===== src/hw/gateway_pkg.sv =====
// Constants and types shared by the positioning sensor command gateway
package gateway_pkg;
  localparam int          CLK_HZ      = 20_000_000;
  localparam int          BAUD_A      = 57600;
  localparam int          BAUD_B      = 38400;
  localparam int          DIV_W       = 10;
  localparam logic [9:0]  DIV_A       = 10'(CLK_HZ / BAUD_A);
  localparam logic [9:0]  DIV_B       = 10'(CLK_HZ / BAUD_B);
  localparam int          POLL_MS     = 10;
  localparam int          POLL_CYCLES = CLK_HZ / 1000 * POLL_MS;
  localparam int          CMD_W       = 16;
  localparam logic [15:0] A_MASK      = 16'h001f;
  localparam logic [15:0] B_MASK      = 16'h007f;
  localparam logic [3:0]  A_POS_CMD   = 4'h3;
  localparam logic [7:0]  A_BASE      = 8'h01;
  localparam logic [7:0]  B_PREFIX    = 8'hc0;
  localparam logic [7:0]  B_SECOND    = 8'hf1;
  localparam logic [7:0]  B_THIRD     = 8'h31;
  localparam logic [1:0]  A_LAST      = 2'h1;
  localparam logic [1:0]  B_LAST      = 2'h2;
  localparam logic [2:0]  TELE_LAST   = 3'h5;
  localparam int          TELE_W      = 48;
  localparam int          FIFO_DEPTH  = 16;
  localparam logic [7:0]  OFF_CTRL    = 8'h00;
  localparam logic [7:0]  OFF_CMD     = 8'h04;
  localparam logic [7:0]  OFF_STATUS  = 8'h08;
  localparam logic [7:0]  OFF_RX_LO   = 8'h0c;
  localparam logic [7:0]  OFF_RX_HI   = 8'h10;
  localparam logic [7:0]  OFF_LAST    = 8'h14;
  localparam int          CTRL_W      = 3;
  localparam logic [2:0]  CTRL_RESET  = 3'h0;
  localparam int          CTRL_CMD    = 0;
  localparam int          CTRL_POS_B  = 1;
  localparam int          CTRL_OPT    = 2;
  typedef enum logic [1:0] {ST_IDLE = 2'b01, ST_SEND = 2'b10} seq_state_t;
endpackage


===== src/hw/byte_stream_if.sv =====
// Valid/ready byte stream between the gateway's own modules
`timescale 1ns/10ps
interface byte_stream_if #(parameter int W = 8) ();
  logic         valid;
  logic         ready;
  logic [W-1:0] data;
  modport src (output valid, output data, input ready);
  modport snk (input valid, input data, output ready);
endinterface


===== src/hw/byte_fifo.sv =====
// Flip-flop FIFO with valid/ready on both sides
`timescale 1ns/10ps
module byte_fifo #(
  parameter int W     = 8,
  parameter int DEPTH = 16
) (
  input  wire logic               clk,
  input  wire logic               rst_n,
  byte_stream_if.snk              in_s,
  byte_stream_if.src              out_s,
  output logic [$clog2(DEPTH):0]  level
);
  localparam int AW = $clog2(DEPTH);
  logic [W-1:0] mem_reg [DEPTH];
  logic [W-1:0] mem_next [DEPTH];
  logic [AW-1:0] wr_reg, wr_next, rd_reg, rd_next;
  logic [AW:0]   cnt_reg, cnt_next;
  logic          push, pop;

  assign in_s.ready  = cnt_reg != (AW+1)'(DEPTH);
  assign out_s.valid = cnt_reg != '0;
  assign out_s.data  = mem_reg[rd_reg];
  assign level       = cnt_reg;
  assign push        = in_s.valid & in_s.ready;
  assign pop         = out_s.valid & out_s.ready;

  always_comb
  begin
    mem_next = mem_reg;
    if (push)
      mem_next[wr_reg] = in_s.data;
    wr_next  = push ? wr_reg + 1'b1 : wr_reg;
    rd_next  = pop ? rd_reg + 1'b1 : rd_reg;
    cnt_next = cnt_reg + (AW+1)'(push) - (AW+1)'(pop);
  end

  always_ff @(posedge clk)
  begin
    mem_reg <= mem_next;
    if (!rst_n)
    begin
      wr_reg  <= '0;
      rd_reg  <= '0;
      cnt_reg <= '0;
    end
    else
    begin
      wr_reg  <= wr_next;
      rd_reg  <= rd_next;
      cnt_reg <= cnt_next;
    end
  end
endmodule


===== src/hw/serial_port.sv =====
// 8N1 serial transmitter and receiver with a run-time bit divider
`timescale 1ns/10ps
module serial_port (
  input  wire logic       clk,
  input  wire logic       rst_n,
  input  wire logic [9:0] div,
  byte_stream_if.snk      tx_s,
  input  wire logic       rxd,
  output logic            txd,
  output logic            tx_busy,
  output logic            rx_valid,
  output logic [7:0]      rx_data
);
  logic [9:0] tc_reg, tc_next, rc_reg, rc_next;
  logic [3:0] tb_reg, tb_next, rb_reg, rb_next;
  logic [8:0] ts_reg, ts_next;
  logic [7:0] rs_reg, rs_next, rd_reg, rd_next;
  logic       txd_reg, txd_next, tbusy_reg, tbusy_next;
  logic       rbusy_reg, rbusy_next, rprev_reg, rv_reg, rv_next;

  assign tx_s.ready = ~tbusy_reg;
  assign txd        = txd_reg;
  assign tx_busy    = tbusy_reg;
  assign rx_valid   = rv_reg;
  assign rx_data    = rd_reg;

  always_comb
  begin
    {tc_next, tb_next, ts_next, txd_next, tbusy_next} =
      {tc_reg, tb_reg, ts_reg, txd_reg, tbusy_reg};
    {rc_next, rb_next, rs_next, rd_next, rbusy_next} =
      {rc_reg, rb_reg, rs_reg, rd_reg, rbusy_reg};
    rv_next = 1'b0;
    if (!tbusy_reg && tx_s.valid)
    begin
      {ts_next, txd_next, tbusy_next} = {1'b1, tx_s.data, 1'b0, 1'b1};
      {tb_next, tc_next} = {4'h0, div - 10'h1};
    end
    else if (tbusy_reg && tc_reg != '0)
      tc_next = tc_reg - 10'h1;
    else if (tbusy_reg && tb_reg == 4'h9)
      tbusy_next = 1'b0;
    else if (tbusy_reg)
    begin
      {ts_next, txd_next} = {1'b1, ts_reg};
      {tb_next, tc_next} = {tb_reg + 4'h1, div - 10'h1};
    end
    // Start on a falling edge, sample mid-bit
    if (!rbusy_reg && rprev_reg && !rxd)
      {rbusy_next, rb_next, rc_next} = {1'b1, 4'h0, div >> 1};
    else if (rbusy_reg && rc_reg != '0)
      rc_next = rc_reg - 10'h1;
    else if (rbusy_reg)
    begin
      rc_next = div - 10'h1;
      rb_next = rb_reg + 4'h1;
      if (rb_reg == 4'h0 && rxd)
        rbusy_next = 1'b0;
      else if (rb_reg == 4'h9)
        {rbusy_next, rv_next, rd_next} = {1'b0, rxd, rxd ? rs_reg : rd_reg};
      else if (rb_reg != 4'h0)
        rs_next = {rxd, rs_reg[7:1]};
    end
  end

  always_ff @(posedge clk)
  begin
    if (!rst_n)
    begin
      {tc_reg, tb_reg, ts_reg, txd_reg, tbusy_reg} <= {23'h0, 1'b1, 1'b0};
      {rc_reg, rb_reg, rs_reg, rd_reg, rbusy_reg} <= '0;
      {rprev_reg, rv_reg} <= 2'h2;
    end
    else
    begin
      {tc_reg, tb_reg, ts_reg, txd_reg, tbusy_reg} <=
        {tc_next, tb_next, ts_next, txd_next, tbusy_next};
      {rc_reg, rb_reg, rs_reg, rd_reg, rbusy_reg} <=
        {rc_next, rb_next, rs_next, rd_next, rbusy_next};
      {rprev_reg, rv_reg} <= {rxd, rv_next};
    end
  end
endmodule


===== src/hw/positioning_sensor_command_gateway.sv =====
// Control-bit to serial command gateway for positioning sensors, APB side
//
// How it works
// - Position A commands go out as raw bytes, no delimiters or acks.
// - Position A bits 0..4 send two equal bytes 01,02,04,08,10 hex.
// - Position A polls position every 10 ms until another command arrives.
// - Polling resumes only on a new position request or a restart.
// - Position B telegrams are counted as exactly six received bytes.
// - Position B bits 0..6 send C0 F1 31 up to C0 F7 37.
// - Optical sensor ASCII five-digit values are taken without framing.
`timescale 1ns/10ps
module positioning_sensor_command_gateway #(
  parameter int POLL_CYCLES = gateway_pkg::POLL_CYCLES,
  parameter int FIFO_DEPTH  = gateway_pkg::FIFO_DEPTH
) (
  input  wire logic        clk,
  input  wire logic        rst_n,
  input  wire logic        psel,
  input  wire logic        penable,
  input  wire logic        pwrite,
  input  wire logic [7:0]  paddr,
  input  wire logic [31:0] pwdata,
  output logic [31:0]      prdata,
  output logic             pready,
  output logic             pslverr,
  input  wire logic        rxd,
  output logic             txd
);
  localparam int PW = $clog2(POLL_CYCLES);
  localparam int LW = $clog2(FIFO_DEPTH) + 1;

  // ************************************************************
  // Helper functions
  // ************************************************************
  function automatic logic [7:0] cmd_byte(input logic       pos_b,
                                          input logic [3:0] n,
                                          input logic [1:0] i);
    logic [7:0] b;
    b = gateway_pkg::A_BASE << n;
    if (pos_b)
      b = (i == 2'h0) ? gateway_pkg::B_PREFIX :
          (i == 2'h1) ? gateway_pkg::B_SECOND + 8'(n) :
                        gateway_pkg::B_THIRD + 8'(n);
    return b;
  endfunction

  function automatic logic [1:0] cmd_last(input logic pos_b);
    return pos_b ? gateway_pkg::B_LAST : gateway_pkg::A_LAST;
  endfunction

  function automatic logic [3:0] first_set(input logic [15:0] v);
    logic [3:0] r;
    r = 4'h0;
    for (int k = 15; k >= 0; k--)
      if (v[k])
        r = 4'(k);
    return r;
  endfunction

  // ************************************************************
  // State
  // ************************************************************
  logic [2:0]            ctrl_reg, ctrl_next;
  logic [15:0]           bits_reg, bits_next, prev_reg;
  logic [15:0]           pend_reg, pend_next;
  gateway_pkg::seq_state_t state_reg, state_next;
  logic [3:0]            cur_reg, cur_next;
  logic                  curb_reg, curb_next;
  logic [1:0]            idx_reg, idx_next;
  logic                  poll_reg, poll_next;
  logic [PW-1:0]         pcnt_reg, pcnt_next;
  logic [47:0]           tsh_reg, tsh_next, tout_reg, tout_next;
  logic [2:0]            tcnt_reg, tcnt_next;
  logic                  tready_reg, tready_next;
  logic [7:0]            last_reg, last_next;
  logic [31:0]           prdata_reg, prdata_next;
  logic                  pready_reg, pready_next;
  logic                  pslverr_reg, pslverr_next;

  logic [15:0]           rise, take, mask, poll_set;
  logic                  pos_b, fire, setup, access, wr_ok, rd_hi;
  logic [9:0]            div;
  logic                  tx_busy, rx_valid;
  logic [7:0]            rx_data;
  logic [LW-1:0]         level;
  logic [31:0]           rd_mux;
  logic                  addr_ok;

  byte_stream_if #(.W(8)) cmd_s ();
  byte_stream_if #(.W(8)) ser_s ();

  assign pos_b = ctrl_reg[gateway_pkg::CTRL_POS_B];
  // Bit rate follows the selector position
  assign div   = pos_b ? gateway_pkg::DIV_B :
                         gateway_pkg::DIV_A;

  // ************************************************************
  // Command FIFO and serial port
  // ************************************************************
  byte_fifo #(.W(8), .DEPTH(FIFO_DEPTH)) u_fifo (
    .clk   (clk),
    .rst_n (rst_n),
    .in_s  (cmd_s),
    .out_s (ser_s),
    .level (level)
  );

  serial_port u_port (
    .clk      (clk),
    .rst_n    (rst_n),
    .div      (div),
    .tx_s     (ser_s),
    .rxd      (rxd),
    .txd      (txd),
    .tx_busy  (tx_busy),
    .rx_valid (rx_valid),
    .rx_data  (rx_data)
  );

  // ************************************************************
  // Command sequencer and polling
  // ************************************************************
  // Optical sensor takes no commands, so no bit is mapped
  assign mask = ctrl_reg[gateway_pkg::CTRL_OPT] ? 16'h0000 :
                pos_b ? gateway_pkg::B_MASK :
                        gateway_pkg::A_MASK;
  assign rise = bits_reg & ~prev_reg & mask &
                {16{ctrl_reg[gateway_pkg::CTRL_CMD]}};
  assign fire = poll_reg & !pos_b &
                (pcnt_reg == PW'(POLL_CYCLES - 1));
  assign poll_set = fire ? (16'h0001 << gateway_pkg::A_POS_CMD) : 16'h0000;
  assign take = (state_reg == gateway_pkg::ST_IDLE && pend_reg != '0) ?
                (16'h0001 << first_set(pend_reg)) : 16'h0000;

  // Raw bytes only, no delimiters
  assign cmd_s.valid = state_reg == gateway_pkg::ST_SEND;
  assign cmd_s.data  = cmd_byte(curb_reg, cur_reg, idx_reg);

  always_comb
  begin
    state_next = state_reg;
    cur_next   = cur_reg;
    curb_next  = curb_reg;
    idx_next   = idx_reg;
    // A newly risen bit is kept even in the cycle its old copy is taken
    pend_next  = (pend_reg & ~take) | rise | poll_set;
    unique case (state_reg)
      gateway_pkg::ST_IDLE:
        if (take != '0)
        begin
          state_next = gateway_pkg::ST_SEND;
          cur_next   = first_set(pend_reg);
          curb_next  = pos_b;
          idx_next   = 2'h0;
        end
      gateway_pkg::ST_SEND:
        if (cmd_s.ready)
        begin
          if (idx_reg == cmd_last(curb_reg))
            state_next = gateway_pkg::ST_IDLE;
          idx_next = idx_reg + 2'h1;
        end
    endcase
    // Any other position A command stops polling, a position A request restarts it
    poll_next = poll_reg;
    if (!pos_b && rise[gateway_pkg::A_POS_CMD])
      poll_next = 1'b1;
    else if (!pos_b && rise != '0)
      poll_next = 1'b0;
    pcnt_next = (poll_reg && !pos_b && !fire) ? pcnt_reg + PW'(1) : '0;
  end

  // ************************************************************
  // Receive telegram assembly
  // ************************************************************
  always_comb
  begin
    tsh_next    = tsh_reg;
    tout_next   = tout_reg;
    tcnt_next   = pos_b ? tcnt_reg : 3'h0;
    last_next   = last_reg;
    tready_next = tready_reg & ~rd_hi;
    if (rx_valid)
    begin
      last_next = rx_data;
      if (pos_b)
      begin
        tsh_next  = {rx_data, tsh_reg[47:8]};
        tcnt_next = tcnt_reg + 3'h1;
        if (tcnt_reg == gateway_pkg::TELE_LAST)
        begin
          tout_next   = {rx_data, tsh_reg[47:8]};
          tcnt_next   = 3'h0;
          tready_next = 1'b1;
        end
      end
    end
  end

  // ************************************************************
  // APB slave
  // ************************************************************
  assign setup  = psel & ~penable;
  assign access = psel & penable & pready_reg;
  assign wr_ok  = access & pwrite & ~pslverr_reg;
  assign rd_hi  = access & ~pwrite & (paddr == gateway_pkg::OFF_RX_HI);

  always_comb
  begin
    addr_ok = 1'b1;
    unique case (paddr)
      gateway_pkg::OFF_CTRL:   rd_mux = {29'h0, ctrl_reg};
      gateway_pkg::OFF_CMD:    rd_mux = {16'h0, bits_reg};
      gateway_pkg::OFF_STATUS: rd_mux = {16'h0, 8'(level), 4'h0,
                                         ~cmd_s.ready, tx_busy,
                                         tready_reg, poll_reg};
      gateway_pkg::OFF_RX_LO:  rd_mux = tout_reg[31:0];
      gateway_pkg::OFF_RX_HI:  rd_mux = {16'h0, tout_reg[47:32]};
      gateway_pkg::OFF_LAST:   rd_mux = {24'h0, last_reg};
      default:
      begin
        rd_mux  = 32'h0;
        addr_ok = 1'b0;
      end
    endcase
    pready_next  = setup;
    pslverr_next = setup & ~addr_ok;
    prdata_next  = setup ? (pwrite ? 32'h0 : rd_mux) : prdata_reg;
    ctrl_next    = ctrl_reg;
    bits_next    = bits_reg;
    if (wr_ok && paddr == gateway_pkg::OFF_CTRL)
      ctrl_next = pwdata[gateway_pkg::CTRL_W-1:0];
    if (wr_ok && paddr == gateway_pkg::OFF_CMD)
      bits_next = pwdata[15:0];
  end

  // ************************************************************
  // Registers
  // ************************************************************
  always_ff @(posedge clk)
  begin
    if (!rst_n)
    begin
      ctrl_reg    <= gateway_pkg::CTRL_RESET;
      bits_reg    <= 16'h0;
      prev_reg    <= 16'h0;
      pend_reg    <= 16'h0;
      state_reg   <= gateway_pkg::ST_IDLE;
      cur_reg     <= 4'h0;
      curb_reg    <= 1'b0;
      idx_reg     <= 2'h0;
      poll_reg    <= 1'b1;
      pcnt_reg    <= '0;
      tsh_reg     <= 48'h0;
      tout_reg    <= 48'h0;
      tcnt_reg    <= 3'h0;
      tready_reg  <= 1'b0;
      last_reg    <= 8'h0;
      prdata_reg  <= 32'h0;
      pready_reg  <= 1'b0;
      pslverr_reg <= 1'b0;
    end
    else
    begin
      ctrl_reg    <= ctrl_next;
      bits_reg    <= bits_next;
      prev_reg    <= bits_reg;
      pend_reg    <= pend_next;
      state_reg   <= state_next;
      cur_reg     <= cur_next;
      curb_reg    <= curb_next;
      idx_reg     <= idx_next;
      poll_reg    <= poll_next;
      pcnt_reg    <= pcnt_next;
      tsh_reg     <= tsh_next;
      tout_reg    <= tout_next;
      tcnt_reg    <= tcnt_next;
      tready_reg  <= tready_next;
      last_reg    <= last_next;
      prdata_reg  <= prdata_next;
      pready_reg  <= pready_next;
      pslverr_reg <= pslverr_next;
    end
  end

  assign prdata  = prdata_reg;
  assign pready  = pready_reg;
  assign pslverr = pslverr_reg;
endmodule


===== config.mk =====
export PLATFORM = sky130hd
export DESIGN_NAME = positioning_sensor_command_gateway
export DESIGN_NICKNAME = d
export VERILOG_FILES = /design/src/hw/gateway_pkg.sv /design/src/hw/byte_stream_if.sv /design/src/hw/byte_fifo.sv /design/src/hw/serial_port.sv /design/src/hw/positioning_sensor_command_gateway.sv
export SDC_FILE = /design/constraint.sdc
export NUM_CORES = 1
export LEC_CHECK = 0
export ABC_AREA = 1
export BUFFER_PORTS_ARGS = -buffer_cell sky130_fd_sc_hd__buf_2
export CAP_MARGIN = 20
export CORE_ASPECT_RATIO = 1.5
export CORE_MARGIN = 2
export CORE_UTILIZATION = 45
export DETAILED_ROUTE_END_ITERATION = 8
export GPL_ROUTABILITY_DRIVEN = 0
export GPL_TIMING_DRIVEN = 1
export PLACE_DENSITY_LB_ADDON = 0.25
export SETUP_SLACK_MARGIN = 0.05
export SYNTH_ARGS = -nofsm -noshare
export SYNTH_HDL_FRONTEND = slang
export SYNTH_HIERARCHICAL = 1
export SYNTH_SLANG_ARGS = --single-unit

===== constraint.sdc =====
create_clock -name clk -period 2.9 [get_ports clk]
set_input_delay 0.29 -clock clk [delete_from_list [all_inputs] [get_ports clk]]
set_output_delay 0.29 -clock clk [all_outputs]
set_load 0.02 [all_outputs]

==> results of run 1 <==
==> critical path, stage by stage, from the launching register on <==
cell	delay, ps
dfxtp_1	380
inv_1	90
ha_1	230
nand4_1	130
nand2_2	130
ha_1	320
inv_1	60
ha_1	150
inv_1	50
fa_1	370
inv_1	70
nand2_1	60
nand2_1	60
a21oi_1	70
nand2_1	60
nand2_1	40
nor2_1	90
==> metal layers <==
layer | track usage (%) | part of all wire (%) | up-vias
li1 | - | - | 7447
met1 | 23.76 | 38 | 6975
met2 | 42.24 | 54 | 334
met3 | 2.510 | 3.7 | 104
met4 | 9.093 | 4.4 | 2
met5 | 0 | 0.026 | -
==> placed cells by master, fill, tap and decap left out, types with 39 or more instances in the layout <==
cell type,synthesis,layout
nand3_1,182,182
inv_1,207,207
a21oi_1,110,110
inv_2,78,78
buf_2,20,63
clkbuf_16,0,39
o21ai_0,162,159
dfxtp_1,275,274
buf_4,10,41
nand2_1,483,483
edfxtp_1,128,128
nor2_1,330,330
==> per-stage QoR <==
stage | hold WS, ps | util (%) | instance area (sq um) | total power [W] | cells
after global routing | 25.27 | 51.71 | 20390 | 0.01510 | 2873
after CTS | 2.948 | 51.71 | 20390 | 0.01452 | 2873
after detailed placement | 418.5 | 48.06 | 18950 | 0.009087 | 2795
after global placement | 409.7 | 48.06 | 18950 | 0.009028 | 2795
final | 21.69 | 51.71 | 20390 | 0.01440 | 2873
after floorplan | 407.1 | - | 18080 | 0.008392 | 2281
==> layout make-up <==
| type | instances | area [sq um] |
|---|---|---|
| fill | 3771 | 19030 |
| sequential | 403 | 9350 |
| multi-input combinational | 1497 | 7201 |
| clock buffer | 57 | 1124 |
| inverter | 288 | 1086 |
| timing repair buffer | 115 | 763.2 |
| tap | 500 | 625.6 |
| clock inverter | 13 | 236.5 |
==> power by group through the flow <==
stage / Sequential, W / Combinational, W / Clock [W]
global route: 0.00619 / 0.00317 / 0.00574
finish: 0.00617 / 0.00280 / 0.00543
CTS: 0.00617 / 0.00283 / 0.00553
floorplan: 0.00624 / 0.00215 / 0
global placement: 0.00627 / 0.00275 / 0
detailed placement: 0.00629 / 0.00280 / 0
==> final timing paths <==
path / start / endpoint / cells after the start
setup / recovery: u_fifo/level[2] / u_fifo/level[4] / 16
hold / removal: rxd / u_port/rs_reg[7] / 3
setup reg to reg: u_fifo/level[2] / u_fifo/level[4] / 16
hold reg to reg: bits_reg[2] / prev_reg[2] / 2
==> timing repair <==
item	in CTS	in global routing
resized for setup	0	0
endpoints found under the setup margin	0	0
endpoints found under the hold margin	8	0
buffers inserted	0	0
hold buffers	8	0
==> cells by family (layout without fill, tap and decap cells) <==
family / count (synthesis) / in the layout
simple gates: 1099 / 1099
flops: 403 / 403
buf+inv: 381 / 473
compound gates: 325 / 325
fa+ha+maj: 29 / 29
xor+xnor: 21 / 21
mux: 8 / 8
other cells: 2 / 15
==> impl_metrics.env, run 1 <==
export IMPL_status="completed"
export IMPL_period_share_pct=83.24
export IMPL_initial_core_util_pct=45.75
export IMPL_area_delta_synth_final_pct=13.04
export IMPL_synth_yosys_warnings=6
export IMPL_die_x_um=167.5
export IMPL_syn_avg_cell_area_sq_um=7.952
export IMPL_cts_sink_count=403
export IMPL_vias=14860
export IMPL_grt_pass1_vias=14340
export IMPL_synth_fa_ha_area_share_pct=2.054
export IMPL_yosysSeqAreaShare_pct=51.84
export IMPL_powerDensity_nw_per_um2=706.6
export IMPL_synth_simple_area_share_pct=26.36
export IMPL_yosysMostFrequentCell="nand2_1"
export IMPL_largest_register_ffs=128
export IMPL_core_sq_um=39420
export IMPL_grt_max_degree=111
export IMPL_ant_nets=0
export IMPL_synth_edf_count=128
export IMPL_worst_pin_slew_ps=814.6
export IMPL_pin_count=81
export IMPL_relSlewSlack_pct=45.49
export IMPL_synth_xor_area_share_pct=1.020
export IMPL_hold_viol=0
export IMPL_die_height_um=249.2
export IMPL_min_period_ps=2414
export IMPL_finalSetupTns_ps=0
export IMPL_syn_cell_area_sq_um=18030
export IMPL_dp_slack_ps=491.6
export IMPL_grtUsageTotal_pct=21.82
export IMPL_cts_clk_slew_worst_paths_ps=60
export IMPL_seqPwrFrac_pct=42.8
export IMPL_insertion_delay_ps=550
export IMPL_wl_per_cell_um=15.93
export IMPL_initialDrtViolationCount=1028
export IMPL_pwr_share_clk_pct=37.7
export IMPL_h_tree_depth=2
export IMPL_switching_share_pct=29.20
export IMPL_firstDrtPassIters=5
export IMPL_p_leak_nw=8.823
export IMPL_cts_buffer_depth=3
export IMPL_ir_drop_uv=530.1
export IMPL_clock_fmax_mhz=414.2
export IMPL_antenna_found_initial=1
export IMPL_drive_above_1_share_pct=12.56
export IMPL_setup_viol=0
export IMPL_synth_area_leaders="dfxtp_1 (31%), edfxtp_1 (21%), nand2_1 (10%)"
export IMPL_slew_viol_final=0
export IMPL_yosys_register_bits=403
export IMPL_fin_nets=2419
export IMPL_io_buffers=64
export IMPL_synth_top_area_share_pct=30.53
export IMPL_synthCells=2268
export IMPL_rsz0062_at_grt="no"
export IMPL_synth_common_cells="nand2_1 (483), nor2_1 (330), dfxtp_1 (275)"
export IMPL_critical_path_max_fanout=7
export IMPL_remaining_drc_errors=0
export IMPL_ys_types=62
export IMPL_cts_root_buffer="clkbuf_16"
export IMPL_required_ps=3390
export IMPL_wirelength_um=45760
export IMPL_critPathArrivalTime_ps=2910
export IMPL_cts_inserted_buffers=39
export IMPL_synthFlopType="dfxtp_1"
export IMPL_overflow=0
export IMPL_p_int_w=0.01020
export IMPL_worstSetupStartpointType="flop"
export IMPL_dieArea_sq_um=41730
export IMPL_grt_pass1_wl_um=73460
export IMPL_synth_area_mux_share_pct=0.4995
export IMPL_combPwrFrac_pct=19.5
export IMPL_num_rows=89
export IMPL_hpwl_um=31290
export IMPL_crit_type="flop to flop"
export IMPL_cp_end_kind="flop"
export IMPL_synth_compound_area_share_pct=9.588
export IMPL_vias_per_cell=5.173
export IMPL_maxCapViolations=0
export IMPL_hp_class="input port to flop"
export IMPL_switchingPower_w=0.004205
export IMPL_async_flop_share_pct=0
export IMPL_cts_tree="done"
export IMPL_antenna_cells=0
export IMPL_synth_top_cell_by_area="dfxtp_1"
export IMPL_setup_ws_ps=485.9
export IMPL_rrSetupSlack_ps=490
export IMPL_synth_top_family_by_area="simple AND/OR/NAND/NOR gates"
export IMPL_fin_skew_ps=19.99
(Power assumes the default switching activity.)
==> run 2: changes to the inputs <==
==> constraint.sdc (replaced) <==
create_clock -name clk -period 2.1 [get_ports clk]
set_input_delay 0.21 -clock clk [delete_from_list [all_inputs] [get_ports clk]]
set_output_delay 0.21 -clock clk [all_outputs]
set_load 0.02 [all_outputs]
==> run 2 against run 1 <==
Flip-flop and latch count stayed put. Worst setup slack worse by 480 ps. Final cell count increased by 2.2%. Worst hold slack improved by 52 ps. Global-route usage up 0.083 points. Critical path depth is the same. Routed wire length grew 2.6%. Die area is the same.
==> impl_metrics.env, run 2 (synthesis results as in run 1) <==
export IMPL_antenna_cells=0
export IMPL_firstDrtPassIters=5
export IMPL_grt_pass1_vias=14670
export IMPL_timing_rr_end="u_fifo/level[4]"
export IMPL_post_route_util_pct=53.50
export IMPL_initialDrtViolationCount=957
export IMPL_setup_ws_ps=1.645
export IMPL_clock_fmax_mhz=476.6
export IMPL_rsz0062_at_grt="yes"
export IMPL_period_share_pct=99.92
export IMPL_overflow=0
export IMPL_cts_buffer_depth=3
export IMPL_ir_drop_uv=766.2
export IMPL_relSlewSlack_pct=57.40
export IMPL_critPathArrivalTime_ps=2550
export IMPL_die_x_um=167.5
export IMPL_cts_root_buffer="clkbuf_16"
export IMPL_holdWs_ps=73.47
export IMPL_mostFrequentLayoutCell="nand2_1"
export IMPL_die_height_um=249.2
export IMPL_timing_rr_start="u_fifo/level[2]"
export IMPL_mostFrequentLayoutCells="nand2_1 (478), nor2_1 (329), dfxtp_1 (272), inv_1 (201), nand3_1 (181)"
export IMPL_dp_slack_ps=-79.60
export IMPL_insertion_delay_ps=560
export IMPL_maxCapViolations=0
export IMPL_remaining_drc_errors=0
export IMPL_io_buffers=64
export IMPL_worst_pin_slew_ps=638.0
export IMPL_dieArea_sq_um=41730
export IMPL_min_period_ps=2098
export IMPL_vias=15130
export IMPL_cp_end_kind="flop"
export IMPL_rrSetupSlack_ps=2
export IMPL_worstSetupStartpointType="flop"
export IMPL_worstHoldPathCells=4
export IMPL_area_delta_synth_final_pct=16.94
export IMPL_cts_clk_slew_worst_paths_ps=70
export IMPL_critical_path_max_fanout=2
export IMPL_pin_count=81
export IMPL_grt_max_degree=99
export IMPL_h_tree_depth=2
export IMPL_grt_pass1_wl_um=73900
export IMPL_grtUsageTotal_pct=21.90
export IMPL_crit_chain="inv_2 > ha_4 > nand4_1 > nand2_2 > inv_2 > ha_4 > inv_4 > ha_4 > inv_2 > fa_2 > inv_2 > nand2_4 > nand2_2 > a21oi_2 > nor2_1 > nor2_1"
export IMPL_fin_nets=2481
export IMPL_min_from="paddr[3]"
export IMPL_critical_path_slowest_cell="dfxtp_2"
export IMPL_status="completed"
export IMPL_crit_type="flop to flop"
export IMPL_powerDensity_nw_per_um2=976.0
export IMPL_num_rows=89
export IMPL_largest_register_ffs=128
export IMPL_core_sq_um=39420
export IMPL_setup_viol=0
export IMPL_ant_nets=0
export IMPL_slew_viol_final=0
export IMPL_initial_core_util_pct=45.75
export IMPL_hold_end="ctrl_reg[2]"
export IMPL_wirelength_um=46950
export IMPL_hp_class="input port to flop"
export IMPL_p_leak_nw=9.195
export IMPL_slowest_delay_ps=330
export IMPL_vias_per_cell=5.150
export IMPL_wl_per_cell_um=15.99
export IMPL_antenna_found_initial=0
export IMPL_reg2reg_depth=16
export IMPL_hpwl_um=31920
export IMPL_cts_sink_count=403
export IMPL_drive_above_1_share_pct=15.39
export IMPL_cp_common_cell="inv_2"
export IMPL_fin_skew_ps=26.75
export IMPL_cts_inserted_buffers=40
export IMPL_power_total_w=0.02058
export IMPL_required_ps=2550
export IMPL_hold_viol=0
export IMPL_cts_tree="done"
-- run 2: cell count changes in the layout (fill, tap and decap cells not counted), sizes merged, moves of 2 or more --
cell | before | now
buf | 107 | 155
bufinv | 6 | 4
clkbuf | 57 | 55
clkinv | 7 | 15
dlygate4sd3 | 8 | 19
-- run 2: power breakdown --
group	leakage, nW	switching (W)	internal, W
clock network	0.678	0.00305	0.00438
registers	3.43	0.000245	0.00828
logic	5.09	0.00286	0.00178
-- run 2: area by class of cell --
class | instances | area, sq um
clock buffer | 55 | 1157
clock inverter | 18 | 217.7
fill | 3688 | 18330
inverter | 288 | 1094
multi-input combinational | 1498 | 7325
sequential | 403 | 9353
tap | 500 | 625.6
timing repair buffer | 174 | 1313
timing repair inverter | 1 | 5.005
-- run 2: worst max path at each step --
stage                     slack, ps             from  cells after the start              end
after floorplan                 -80  u_fifo/level[2]                     16  u_fifo/level[4]
after global placement          -70  u_fifo/level[2]                     17  u_fifo/level[4]
after detailed placement        -80  u_fifo/level[2]                     17  u_fifo/level[4]
after CTS                       -20  u_fifo/level[3]                     17  u_fifo/level[4]
after global routing           -100  u_fifo/level[2]                     17  u_fifo/level[4]
final                             2  u_fifo/level[2]                     16  u_fifo/level[4]
-- run 2: timing repair --
action / in CTS / in global routing
endpoints found under the hold margin: 22 / 0
pin swaps: 6 / 15
resized for setup: 6 / 20
endpoints found under the setup margin: 1 / 23
hold buffers: 19 / 0
cloned: 0 / 2
buffers inserted: 7 / 9
-- run 2: per-stage QoR --
step	cells	instance area [sq um]	setup TNS, ps
finish	2937	21090	0
global route	2937	21090	-98.68
CTS	2928	20940	-23.61
detailed placement	2829	19290	-79.60
global placement	2829	19290	-65.93
floorplan	2281	18110	-77.93
-- run 2: critical path, delay by kind of cell (launching register included) --
kind            cells  cell delay [ps]
fa+ha+maj           4              810
compound gates      1               50
simple gates        6              500
buf+inv             5              290
flops               1              330
-- run 2: metal layers --
layer	vias up	share of wire, %	wire length [um]	track usage, %
met5	-	0	0	0
met4	0	6.3	2948	13.47
met3	136	3.6	1695	2.606
met2	344	52	24340	41.16
met1	7048	38	17970	23.09
li1	7599	-	-	-
